--- config.mk ---
export PLATFORM = sky130hd
export DESIGN_NAME = pss_top
export DESIGN_NICKNAME = d
export VERILOG_FILES = /design/src/hdl/pss_status_build.v /design/src/hdl/pss_irq_bank.v /design/src/hdl/pss_top.v
export VERILOG_INCLUDE_DIRS = /design/src /design/src/hdl
export SDC_FILE = /design/constraint.sdc
export NUM_CORES = 1
export LEC_CHECK = 0
export BUFFER_PORTS_ARGS = -buffer_cell sky130_fd_sc_hd__buf_2
export CAP_MARGIN = 10
export CORE_ASPECT_RATIO = 2
export CORE_MARGIN = 2
export CORE_UTILIZATION = 43
export CTS_CLUSTER_DIAMETER = 30
export DETAILED_ROUTE_END_ITERATION = 10
export GPL_ROUTABILITY_DRIVEN = 0
export PLACE_DENSITY = 0.7
export SETUP_SLACK_MARGIN = 0.02
export SLEW_MARGIN = 20
export SYNTH_ARGS = -nofsm -noshare
export SYNTH_HDL_FRONTEND = slang
export SYNTH_SLANG_ARGS = --single-unit
--- constraint.sdc ---
create_clock -name mclk -period 1.75 [get_ports mclk]
set_input_delay 0 -clock mclk [delete_from_list [all_inputs] [get_ports mclk]]
set_output_delay 0 -clock mclk [all_outputs]
set_load 0.03 [all_outputs]
--- src/hdl/pss_regs.vh ---
`ifndef PSS_REGS_VH
`define PSS_REGS_VH

////////////////////////////////////////////////////////////////////////////////
// Register indices; byte address is four times the index
`define PSS_IDX_FCTL    6'h10
`define PSS_IDX_STS     6'h11
`define PSS_IDX_MASK    6'h12
`define PSS_IDX_ISTS    6'h13

////////////////////////////////////////////////////////////////////////////////
// Reset values and writable bits
`define PSS_FCTL_RST    16'h0062
`define PSS_FCTL_WMASK  16'h006F
`define PSS_MASK_RST    16'h0000
`define PSS_IRQ_BITS    16'hFC63
`define PSS_XMODE_RST   2'h3

////////////////////////////////////////////////////////////////////////////////
// Function control fields
`define PSS_FC_XM_HI    6
`define PSS_FC_XM_LO    5
`define PSS_FC_CRS      3
`define PSS_FC_SQE      2
`define PSS_FC_POL      1
`define PSS_FC_JAB      0

////////////////////////////////////////////////////////////////////////////////
// Status fields
`define PSS_ST_SPD_HI   15
`define PSS_ST_SPD_LO   14
`define PSS_ST_DUP      13
`define PSS_ST_PAGE     12
`define PSS_ST_RES      11
`define PSS_ST_LINK     10
`define PSS_ST_MDIX     6
`define PSS_ST_DGRD     5
`define PSS_ST_TXP      3
`define PSS_ST_RXP      2
`define PSS_ST_POL      1
`define PSS_ST_JAB      0

////////////////////////////////////////////////////////////////////////////////
// Interrupt source positions
`define PSS_IR_ANERR    15
`define PSS_IR_SPD      14
`define PSS_IR_DUP      13
`define PSS_IR_PAGE     12
`define PSS_IR_LDN      11
`define PSS_IR_LUP      10
`define PSS_IR_WOL      6
`define PSS_IR_DGRD     5
`define PSS_IR_POL      1
`define PSS_IR_JAB      0

////////////////////////////////////////////////////////////////////////////////
// Encodings
`define PSS_SPD_1000    2'h2
`define PSS_SPD_100     2'h1
`define PSS_SPD_10      2'h0
`define PSS_XM_MDI      2'h0
`define PSS_XM_MDIX     2'h1

`endif

--- src/hdl/pss_status_build.v ---
`timescale 1ns/1ps
`include "pss_regs.vh"

module pss_status_build
(
	// Resolution inputs
	input wire        an_enable,
	input wire        an_done,
	input wire [1:0]  spd_raw,
	input wire        dup_raw,
	input wire        txp_res,
	input wire        rxp_res,
	// Live conditions
	input wire        page_rx,
	input wire        link_up,
	input wire        mdix_raw,
	input wire        dgrd,
	input wire        pol_raw,
	input wire        jab_raw,
	// Configuration
	input wire [1:0]  xmode_act,
	input wire        en_pol,
	input wire        dis_jab,
	// Results
	output reg [15:0] sts,
	output reg        jab_en,
	output reg        pol_force
);

	reg resolved;
	reg is_10m;

	always @*
	begin
		sts = 16'h0000;
		// resolution done
		resolved = an_enable ? an_done : 1'b1;
		is_10m = resolved && (spd_raw == `PSS_SPD_10);
		// force normal polarity
		pol_force = is_10m && !en_pol;
		// jabber 10M half only
		jab_en = is_10m && !dup_raw && !dis_jab;
		sts[`PSS_ST_RES] = resolved;
		// speed code
		if (resolved)
			sts[`PSS_ST_SPD_HI:`PSS_ST_SPD_LO] = spd_raw;
		// duplex bit
		sts[`PSS_ST_DUP] = resolved && dup_raw;
		// live page bit
		sts[`PSS_ST_PAGE] = page_rx;
		// live link bit
		sts[`PSS_ST_LINK] = link_up;
		// crossover from mode
		case (xmode_act)
			`PSS_XM_MDI:  sts[`PSS_ST_MDIX] = 1'b0;
			`PSS_XM_MDIX: sts[`PSS_ST_MDIX] = resolved;
			default:      sts[`PSS_ST_MDIX] = resolved && mdix_raw;
		endcase
		sts[`PSS_ST_DGRD] = dgrd;
		// tx pause, zero when forced
		sts[`PSS_ST_TXP] = an_enable && an_done && txp_res;
		// rx pause, zero when forced
		sts[`PSS_ST_RXP] = an_enable && an_done && rxp_res;
		// polarity and jabber live
		sts[`PSS_ST_POL] = pol_raw && !pol_force;
		sts[`PSS_ST_JAB] = jab_raw && jab_en;
	end

endmodule

--- src/hdl/pss_irq_bank.v ---
`timescale 1ns/1ps
`include "pss_regs.vh"

module pss_irq_bank
(
	// Clock and reset
	input wire        mclk,
	input wire        arst_n,
	// Events and control
	input wire [15:0] evt,
	input wire [15:0] mask,
	input wire        clr_we,
	input wire [15:0] clr_data,
	// Results
	output wire [15:0] ists,
	output reg         irq
);

	reg [15:0] ists_reg;
	wire [15:0] ists_next;
	localparam [15:0] IMPL = `PSS_IRQ_BITS;

	genvar i;
	generate
		for (i = 0; i < 16; i = i + 1)
		begin : g_bit
			// sticky, set beats clear
			// reserved bits stay zero
			assign ists_next[i] = IMPL[i] &
				(evt[i] | (ists_reg[i] & ~(clr_we & clr_data[i])));
		end
	endgenerate

	always @(posedge mclk or negedge arst_n)
	begin
		if (!arst_n)
		begin
			ists_reg <= 16'h0000;
			irq      <= 1'b0;
		end
		else
		begin
			ists_reg <= ists_next;
			// any unmasked event pending
			irq      <= |(ists_next & mask);
		end
	end

	assign ists = ists_reg;

endmodule

--- src/hdl/pss_top.v ---
// Function
// Polarity-reversal enable clear forces normal receive polarity at 10 Mb/s.
// Jabber acts only at 10 Mb/s half duplex; disable bit turns it off.
// Speed field: 10 = 1000, 01 = 100, 00 = 10 Mb/s; 11 reserved.
// Duplex bit one for full, zero for half, valid when resolved.
// Resolved flag set on negotiation done or when speed forced.
// Page-received status bit follows live condition, no latching.
// Link status bit follows live link state, no latching.
// Crossover bit from mode latched at software reset; one means MDIX.
// Transmit pause reports negotiated result; zero in forced mode.
// Receive pause reports negotiated result; zero in forced mode.
// Bit one shows reversed polarity, bit zero shows jabber present.
// Mask bits enable their sources; all reset to zero.
// Link-down event recorded in sticky interrupt status bit.
// Interrupt output high while any recorded event is unmasked.
// Reserved status and mask bits read zero, ignore writes.
//
// Local design decision: the APB register port.
`timescale 1ns/1ps
`include "pss_regs.vh"

module pss_top
(
	// Clock and reset
	input wire         mclk,
	input wire         arst_n,
	// APB slave
	input wire         psel,
	input wire         penable,
	input wire         pwrite,
	input wire [7:0]   paddr,
	input wire [31:0]  pwdata,
	output reg [31:0]  prdata,
	output reg         pready,
	output reg         pslverr,
	// Negotiation and PMA conditions
	input wire         an_enable_i,
	input wire         an_done_i,
	input wire         an_error_i,
	input wire [1:0]   speed_raw_i,
	input wire         duplex_raw_i,
	input wire         tx_pause_res_i,
	input wire         rx_pause_res_i,
	input wire         page_rx_i,
	input wire         link_up_i,
	input wire         mdix_raw_i,
	input wire         downgrade_i,
	input wire         pol_raw_i,
	input wire         jabber_raw_i,
	input wire         wol_i,
	input wire         sw_reset_i,
	// Configuration to the datapath
	output reg [1:0]   xmode_o,
	output reg         crs_on_tx_o,
	output reg         sqe_test_o,
	output reg         pol_force_normal_o,
	output reg         jabber_en_o,
	// Interrupt
	output wire        irq_o
);

	////////////////////////////////////////////////////////////////////////////
	// Address decode

	localparam [2:0] SEL_NONE = 3'h0;
	localparam [2:0] SEL_FCTL = 3'h1;
	localparam [2:0] SEL_STS  = 3'h2;
	localparam [2:0] SEL_MASK = 3'h3;
	localparam [2:0] SEL_ISTS = 3'h4;

	function [2:0] reg_sel;
		input [7:0] a;
		begin
			reg_sel = SEL_NONE;
			if (a[1:0] == 2'h0)
			begin
				case (a[7:2])
					`PSS_IDX_FCTL: reg_sel = SEL_FCTL;
					`PSS_IDX_STS:  reg_sel = SEL_STS;
					`PSS_IDX_MASK: reg_sel = SEL_MASK;
					`PSS_IDX_ISTS: reg_sel = SEL_ISTS;
					default:       reg_sel = SEL_NONE;
				endcase
			end
		end
	endfunction

	////////////////////////////////////////////////////////////////////////////
	// Declarations

	localparam [0:0] ST_IDLE = 1'b0;
	localparam [0:0] ST_ACC  = 1'b1;

	reg  [0:0]  bus_st_reg;
	reg  [0:0]  bus_st_next;
	reg  [15:0] fctl_reg;
	reg  [15:0] mask_reg;
	reg  [1:0]  xmode_reg;
	reg  [15:0] sts_reg;
	reg  [15:0] sts_prev_reg;
	reg  [15:0] rd_word;
	reg  [15:0] evt;

	wire [2:0]  sel;
	wire        setup;
	wire        wr_fire;
	wire [15:0] sts_comb;
	wire [15:0] ists;
	wire        jab_en;
	wire        pol_force;

	// Access qualifiers and write strobes
	wire        acc_ph;
	wire        bad_sel;
	wire        fctl_we;
	wire        mask_we;
	wire        ists_clr;

	assign sel      = reg_sel(paddr);
	assign setup    = psel && !penable;
	// Sequencer state qualifies the access so a stray penable cannot write
	assign acc_ph   = (bus_st_reg == ST_ACC);
	// Writes land only on the completing access edge
	assign wr_fire  = psel && penable && pready && acc_ph && pwrite;
	// Unmapped or misaligned addresses are refused
	assign bad_sel  = (sel == SEL_NONE);
	assign fctl_we  = wr_fire && (sel == SEL_FCTL);
	assign mask_we  = wr_fire && (sel == SEL_MASK);
	assign ists_clr = wr_fire && (sel == SEL_ISTS);

	////////////////////////////////////////////////////////////////////////////
	// Bus sequencing: one wait-free access phase per transfer

	always @*
	begin
		bus_st_next = bus_st_reg;
		case (bus_st_reg)
			ST_IDLE:
			begin
				if (setup)
					bus_st_next = ST_ACC;
			end
			ST_ACC:
			begin
				if (setup)
					bus_st_next = ST_ACC;
				else
					bus_st_next = ST_IDLE;
			end
			default:
				bus_st_next = ST_IDLE;
		endcase
	end

	// reserved bits read zero
	always @*
	begin
		case (sel)
			SEL_FCTL: rd_word = fctl_reg;
			SEL_STS:  rd_word = sts_reg;
			SEL_MASK: rd_word = mask_reg;
			SEL_ISTS: rd_word = ists;
			default:  rd_word = 16'h0000;
		endcase
	end

	// The slave never stretches an access; the sequencer only tracks the phase
	always @(posedge mclk or negedge arst_n)
	begin
		if (!arst_n)
			bus_st_reg <= ST_IDLE;
		else
			bus_st_reg <= bus_st_next;
	end

	// Read data is captured in the setup cycle so prdata is a flop
	always @(posedge mclk or negedge arst_n)
	begin
		if (!arst_n)
		begin
			pready     <= 1'b0;
			pslverr    <= 1'b0;
			prdata     <= 32'h00000000;
		end
		else
		begin
			if (setup)
			begin
				pready  <= 1'b1;
				pslverr <= bad_sel;
				prdata  <= pwrite ? 32'h00000000 : {16'h0000, rd_word};
			end
			else
			begin
				pready  <= 1'b0;
				pslverr <= 1'b0;
			end
		end
	end

	////////////////////////////////////////////////////////////////////////////
	// Software-written registers

	// polarity enable stored
	// jabber disable stored
	always @(posedge mclk or negedge arst_n)
	begin
		if (!arst_n)
			fctl_reg <= `PSS_FCTL_RST;
		else if (fctl_we)
			fctl_reg <= pwdata[15:0] & `PSS_FCTL_WMASK;
	end

	// Mask changes reach irq one edge after the write lands
	// mask writable sources
	// reserved mask bits dropped
	always @(posedge mclk or negedge arst_n)
	begin
		if (!arst_n)
			mask_reg <= `PSS_MASK_RST;
		else if (mask_we)
			mask_reg <= pwdata[15:0] & `PSS_IRQ_BITS;
	end

	// A live crossover change would corrupt the link; it waits for soft reset
	always @(posedge mclk or negedge arst_n)
	begin
		if (!arst_n)
			xmode_reg <= `PSS_XMODE_RST;
		// mode applied at reset
		else if (sw_reset_i)
			xmode_reg <= fctl_reg[`PSS_FC_XM_HI:`PSS_FC_XM_LO];
	end

	////////////////////////////////////////////////////////////////////////////
	// Status resolution

	pss_status_build u_sts
	(
		.an_enable (an_enable_i),
		.an_done   (an_done_i),
		.spd_raw   (speed_raw_i),
		.dup_raw   (duplex_raw_i),
		.txp_res   (tx_pause_res_i),
		.rxp_res   (rx_pause_res_i),
		.page_rx   (page_rx_i),
		.link_up   (link_up_i),
		.mdix_raw  (mdix_raw_i),
		.dgrd      (downgrade_i),
		.pol_raw   (pol_raw_i),
		.jab_raw   (jabber_raw_i),
		.xmode_act (xmode_reg),
		.en_pol    (fctl_reg[`PSS_FC_POL]),
		.dis_jab   (fctl_reg[`PSS_FC_JAB]),
		.sts       (sts_comb),
		.jab_en    (jab_en),
		.pol_force (pol_force)
	);

	// One cycle of latency keeps reads glitch-free; no latching beyond it
	always @(posedge mclk or negedge arst_n)
	begin
		if (!arst_n)
			sts_reg <= 16'h0000;
		else
		begin
			// page bit tracks input
			// link bit tracks input
			sts_reg <= sts_comb;
		end
	end

	// Previous sample feeds the edge detectors
	always @(posedge mclk or negedge arst_n)
	begin
		if (!arst_n)
			sts_prev_reg <= 16'h0000;
		else
			sts_prev_reg <= sts_reg;
	end

	////////////////////////////////////////////////////////////////////////////
	// Event detection

	always @*
	begin
		evt = 16'h0000;
		evt[`PSS_IR_ANERR] = an_error_i;
		evt[`PSS_IR_SPD] = sts_reg[`PSS_ST_SPD_HI:`PSS_ST_SPD_LO] !=
			sts_prev_reg[`PSS_ST_SPD_HI:`PSS_ST_SPD_LO];
		evt[`PSS_IR_DUP] = sts_reg[`PSS_ST_DUP] != sts_prev_reg[`PSS_ST_DUP];
		evt[`PSS_IR_PAGE] = sts_reg[`PSS_ST_PAGE] && !sts_prev_reg[`PSS_ST_PAGE];
		// link falling edge
		evt[`PSS_IR_LDN] = !sts_reg[`PSS_ST_LINK] && sts_prev_reg[`PSS_ST_LINK];
		evt[`PSS_IR_LUP] = sts_reg[`PSS_ST_LINK] && !sts_prev_reg[`PSS_ST_LINK];
		evt[`PSS_IR_WOL] = wol_i;
		evt[`PSS_IR_DGRD] = sts_reg[`PSS_ST_DGRD] && !sts_prev_reg[`PSS_ST_DGRD];
		evt[`PSS_IR_POL] = sts_reg[`PSS_ST_POL] != sts_prev_reg[`PSS_ST_POL];
		evt[`PSS_IR_JAB] = sts_reg[`PSS_ST_JAB] && !sts_prev_reg[`PSS_ST_JAB];
	end

	// Write-one-to-clear on the interrupt status word
	pss_irq_bank u_irq
	(
		.mclk     (mclk),
		.arst_n   (arst_n),
		.evt      (evt),
		.mask     (mask_reg),
		.clr_we   (ists_clr),
		.clr_data (pwdata[15:0]),
		.ists     (ists),
		.irq      (irq_o)
	);

	////////////////////////////////////////////////////////////////////////////
	// Configuration outputs

	// Applied crossover mode goes out one edge after soft reset takes it
	always @(posedge mclk or negedge arst_n)
	begin
		if (!arst_n)
			xmode_o <= `PSS_XMODE_RST;
		else
			xmode_o <= xmode_reg;
	end

	always @(posedge mclk or negedge arst_n)
	begin
		if (!arst_n)
		begin
			crs_on_tx_o        <= 1'b0;
			sqe_test_o         <= 1'b0;
			pol_force_normal_o <= 1'b0;
			jabber_en_o        <= 1'b0;
		end
		else
		begin
			crs_on_tx_o        <= fctl_reg[`PSS_FC_CRS];
			// SQE test never runs in full duplex
			sqe_test_o         <= fctl_reg[`PSS_FC_SQE] && !duplex_raw_i;
			// polarity forced normal
			pol_force_normal_o <= pol_force;
			// jabber enable to PMA
			jabber_en_o        <= jab_en;
		end
	end

endmodule

### After elaboration in Yosys (flattened, before gate mapping)

Index checks and enable logic that the tools add are counted.

| operators by class | value |
|---|---|
| equal/unequal tests | 12 |
| reduce and logical (&&, ||, !) cells | 40 |
| multiplexer cells | 9 |
| bitwise operators | 41 |

Operator list:

| kind | count |
|---|---|
| $pmux 16 s4 | 1 |
| $logic_and 1x1->1 | 25 |
| $eq 6x5->1 const B | 4 |
| $and 1x1->1 | 20 |
| $and 16x16->16 | 1 |
| $mux 16 | 1 |
| $reduce_or 16->1 | 1 |
| $pmux 3 s4 | 1 |
| $logic_not 1->1 | 10 |
| $not 1->1 | 10 |
| $or 1x1->1 | 10 |
| $eq 3x2->1 const B | 2 |
| $logic_not 2->1 | 3 |
| $eq 3x1->1 const B | 1 |
| $eq 3x3->1 const B | 1 |
| $logic_not 3->1 | 1 |
| $mux 1 | 3 |
| $mux 3 | 1 |
| $eq 2x1->1 const B | 1 |
| $mux 2 | 1 |
| $ne 1x1->1 | 2 |
| $ne 2x2->1 | 1 |
| $pmux 1 s2 | 1 |

| word-level totals | value |
|---|---|
| flip-flop bits (word level) | 93 |
| output and inout bits | 41 |
| logic and storage cells | 117 |
| input port bits | 61 |

### Depth between registers and ports, before layout

| depth | value |
|---|---|
| depth in word-level cells | 11 |
| depth in mapped cells | 7 |

### By module

A second synthesis with hierarchy kept.

| second synthesis, totals | value |
|---|---|
| cells, all modules | 262 |
| area total of the unflattened synthesis | 3,397.0 µm² |

By module, submodules not included:

| module | cells each | times used | sequential area each (µm²) | area each (µm²) |
|---|---|---|---|---|
| pss_top | 186 | 1 | 1,660.3 | 2,662.6 |
| pss_irq_bank | 52 | 1 | 275.3 | 548.0 |
| pss_status_build | 24 | 1 | 0.0 | 186.4 |

### Worst setup path after synthesis

OpenSTA, ideal clock, no wires.

| timing | value |
|---|---|
| path kind | reg2reg |
| start point | reg pready |
| end point | reg u_irq.irq |
| cell stages (with the launch flop) | 7 |
| arrival | 1.676 ns |
| data required time | 1.614 ns |
| clock period less this slack | 1.812 ns |
| setup slack | -0.062 ns |
| cell sequence | dfrtp_1 > nand4_1 > nor4_4 > buf_6 > nand2_1 > a211oi_1 > nand4_1 |

| on the way | value |
|---|---|
| longest elaborated chain between the ends | 10 |
| elaborated cells between the ends (all ways) | 46 |
| those cells by class | bitwise (41); reduce/logical (5) |

Ends and longest elaborated chain:

| element | RTL line | source |
|---|---|---|
| from (decl) | pss_top.v:34 | `output reg pready,` |
| from (signal assigned) | pss_top.v:181 | `pready <= 1'b0;` |
| from (signal assigned) | pss_top.v:189 | `pready <= 1'b1;` |
| from (signal assigned) | pss_top.v:195 | `pready <= 1'b0;` |
| $logic_and 1x1->1 | pss_top.v:124 | `assign wr_fire = psel && penable && pready && acc_ph && pwrite;` |
| $logic_and 1x1->1 * (2 in a row) | pss_top.v:124 |  |
| $logic_and 1x1->1 * | pss_top.v:129 | `assign ists_clr = wr_fire && (sel == SEL_ISTS);` |
| $and 1x1->1 | pss_irq_bank.v:30 | `(evt[i] \| (ists_reg[i] & ~(clr_we & clr_data[i])));` |
| $not 1->1 | pss_irq_bank.v:30 |  |
| $and 1x1->1 | pss_irq_bank.v:30 |  |
| $or 1x1->1 | pss_irq_bank.v:30 |  |
| $and 16x16->16 * | pss_irq_bank.v:45 | `irq <= \|(ists_next & mask);` |
| $reduce_or 16->1 * | pss_irq_bank.v:45 |  |
| to (signal assigned) | pss_irq_bank.v:45 |  |
| to (decl) | pss_irq_bank.v:16 | `output reg irq` |

Mark *: on every way between the ends. The rest lies on a longest branch, timed or not.
A chain may end at the register's enable or synchronous reset.

### Worst setup path in the final report

Same ends and word-level chain as after synthesis.

==> impl_metrics.csv <==
group,metric,value,unit
run_status,outcome,"completed",
placement,dp.cells,407,
routing,drc_errors,0,
synthesis,synth_enable_flop_cells,0,
cts,clock_path_buffers,2,
critical_path,cp-end-kind,"register",
cts,worstSkewPairLatency,0.33,ns
sta,finalSetupViolCount,0,
die,core.rowCount,43,
sta,grt_setup_unrepaired,"false",
die,die_width,64.0,um
sta,clock.fmax,628,MHz
cts,cts_tree,"yes",
critical_path,crit_slowest_cell,"dfrtp_2",
critical_path,worst-endpoint-required,1.96,ns
grt,grt_pass1_vias,2280,
sta,final.setup_skew,0.00630,ns
power,p_per_area,894,mW/mm^2
run,drv_cap,0,
critical_path,path_common_cell,"nand4_1",
sta,relSlewSlack,0.639,
cts,htreeDepth,3,
power,p_leak,1.93,nW
cts,cts_root_buf,"clkbuf_16",
routing,viasPerCell,5.03,
die,io_pins,102,
finish,areaGrowthSynthToFinish,32.0,%
sta,finalCriticalPeriod,1.59,ns
critical_path,crit_chain,"nand4_1 -> nor4_4 -> buf_6 -> a31oi_1 -> nor4_1 -> buf_4 -> nand4_1",
worst_hold_path,worstHoldPathType,"in -> async",
synthesis,ys_types,44,
cts,cts_buffers,9,
finish,drive_gt1_frac,0.357,
routing,first_pass_iters,7,
sta,hold_violations,0,
routing,vias,2282,
placement,portBuffers,61,
grt,gr-usage-all-layers,0.192,
synthesis,ys_seq_elements,69,
grt,grt_max_degree,29,
cts,clkSinkCount,69,
synthesis,synthArstFlopShare,1.00,
synthesis,synthTopCellsByArea,"dfrtp_1, mux2_2, dfstp_2, buf_4, mux4_2",
synthesis,synth_top_area_share,0.501,
critical_path,critPathMaxStageDelay,0.34,ns
grt,overflow,0,
grt,antenna_found_initial,0,
placement,dpl.hpwl,4840,um
synthesis,syn_avg_cell_area,12.2,um^2
sta,tns,0,ns
sta,slew_viol_final,0,
synthesis,ys_seq_area_frac,0.560,
grt,grt_pass1_wl,11300,um
synthesis,synth_top_area_cell,"dfrtp_1",
sta,worst_pin_slew,0.541,ns
critical_path,critPathLaunchType,"register",
finish,final_util,0.589,
critical_path,crit_fanout,7,
cts,clk_pin_slew,0.05,ns
synthesis,ys.flop_type,"dfrtp_1",
finish,fin_area,0.00409,mm^2
routing,postRouteAntennaNets,0,
finish,nNetsFinal,420,
routing,post_drt_wl_per_cell,15.3,um
finish,multi_input_area,0.00122,mm^2
critical_path,path_class,"reg -> reg",
synthesis,synthCells,254,
routing,drtIter0Drc,90,
die,dieArea,0.00794,mm^2
sta,setup_ws,0.158,ns
placement,post-place-ws,-0.0724,ns
sta,holdWs,0.159,ns
finish,final_cells,454,
sta,min_period_over_period,0.910,
finish,num-fill-cells,579,
die,coreArea,0.00694,mm^2
die,die_h,124,um
power,ir_drop,0.509,mV
die,initial_utilization,0.446,
routing,wirelength,6940,um
finish,n_antenna_cell,0,
synthesis,ys_warn_count,0,
synthesis,synth_area,0.00310,mm^2
cts,post-cts-setup-buffers,0,
critical_path,worst_ep_arrival_time,1.80,ns
placement,place_area,0.00350,mm^2
power,total_power,3.66,mW
finish,ff_latch_area,0.00174,mm^2
-- logic make-up (layout without fill, tap and decap cells) --
kind of cell	after synthesis	after routing	synth area share
DFF	69	69	0.560
and+or+nand+nor	68	68	0.130
AOI/OAI and AO/OA	47	47	0.103
buffers and inverters	34	125	0.0687
muxes	31	31	0.126
xor gates and xnor gates	4	4	0.0113
other	1	20	0.00121
-- per-layer routing --
layer  GRT usage  part of all wire  up-vias
met3      0.0434             0.048       14
met5           0                 0        -
li1            -                 -     1070
met2       0.322              0.54       83
met4       0.111             0.029        0
met1       0.223              0.38     1115
-- synth_stat cells, types with 2 or more instances --
cell and count:
or2_2 2, mux2i_1 3, buf_2 2, clkbuf_1 5, and3_1 2, nand2_1 23, buf_4 20, o41ai_1 2
mux4_2 4, dfstp_2 7, o21ai_0 14, xor2_1 3, dfrtp_1 62, mux2_2 24, nor2_1 3, o211ai_1 2
or3_1 2, a22oi_1 6, inv_1 5, nand3_1 2, a31oi_1 3, nor4_4 2, a21o_1 7, and2_1 5
o31ai_1 8, nand4_1 2, nor2b_1 13, nand2b_1 5
-- placed cells by master (no fill, tap or decap), types with 4 or more instances in the layout --
cell and instances:
a21o_1 7, clkbuf_16 9, a22oi_1 6, buf_2 61, clkbuf_1 4, conb_1 20
o21ai_0 13, nand2_1 23, dlygate4sd3_1 31, dfstp_2 7, nand2b_1 5, buf_4 10
and2_1 5, inv_1 5, nor2b_1 13, mux4_2 4, o31ai_1 8, mux2_2 24
dfrtp_1 61
-- where the power goes --
| part | total [mW] | leakage, nW | switching, mW | internal, mW |
|---|---|---|---|---|
| sequential | 1.65 | 0.849 | 0.0193 | 1.63 |
| combinational | 0.351 | 0.946 | 0.207 | 0.144 |
| clock | 1.65 | 0.134 | 0.618 | 1.03 |
| total | 3.66 | 1.93 | 0.844 | 2.81 |
-- worst max-delay path: cells and delay by family (launching register included) --
kind                   cells  cell delay (ns)
AOI/OAI and AO/OA          1             0.08
buffers and inverters      2             0.33
DFF                        1             0.34
and+or+nand+nor            4             0.72
-- worst paths after layout --
check	cells after the start	to	slack, ns	start
hold / removal	2	mask_reg[13]$_DFFE_PN0P_	0.16	arst_n
min in group mclk	3	prdata[2]$_DFFE_PN0P_	0.17	paddr[3]
hold reg to reg	0	xmode_o[0]$_DFF_PN1_	0.38	xmode_reg[0]$_DFFE_PN1P_
max in group asynchronous	3	sts_reg[11]$_DFF_PN0_	0.99	arst_n
setup reg to reg	7	u_irq.irq$_DFF_PN0_	0.16	pready$_DFF_PN0_
setup / recovery	7	u_irq.irq$_DFF_PN0_	0.16	pready$_DFF_PN0_
-- what timing repair did --
action                                  in CTS  in global routing
endpoints found under the setup margin       1                  2
hold endpoints to repair                    69                  0
pin swaps                                    0                  2
hold buffers                                31                  0
resized for setup                            1                  1
-- area by class of cell --
class | instances | area share
Sequential cell | 69 | 0.425
Multi-Input combinational cell | 170 | 0.300
Timing Repair Buffer | 104 | 0.177
Clock buffer | 15 | 0.0655
Tap cell | 90 | 0.0275
Inverter | 5 | 0.00459
Clock inverter | 1 | 0.00122
Note: power is estimated with default switching activity, not from simulation.
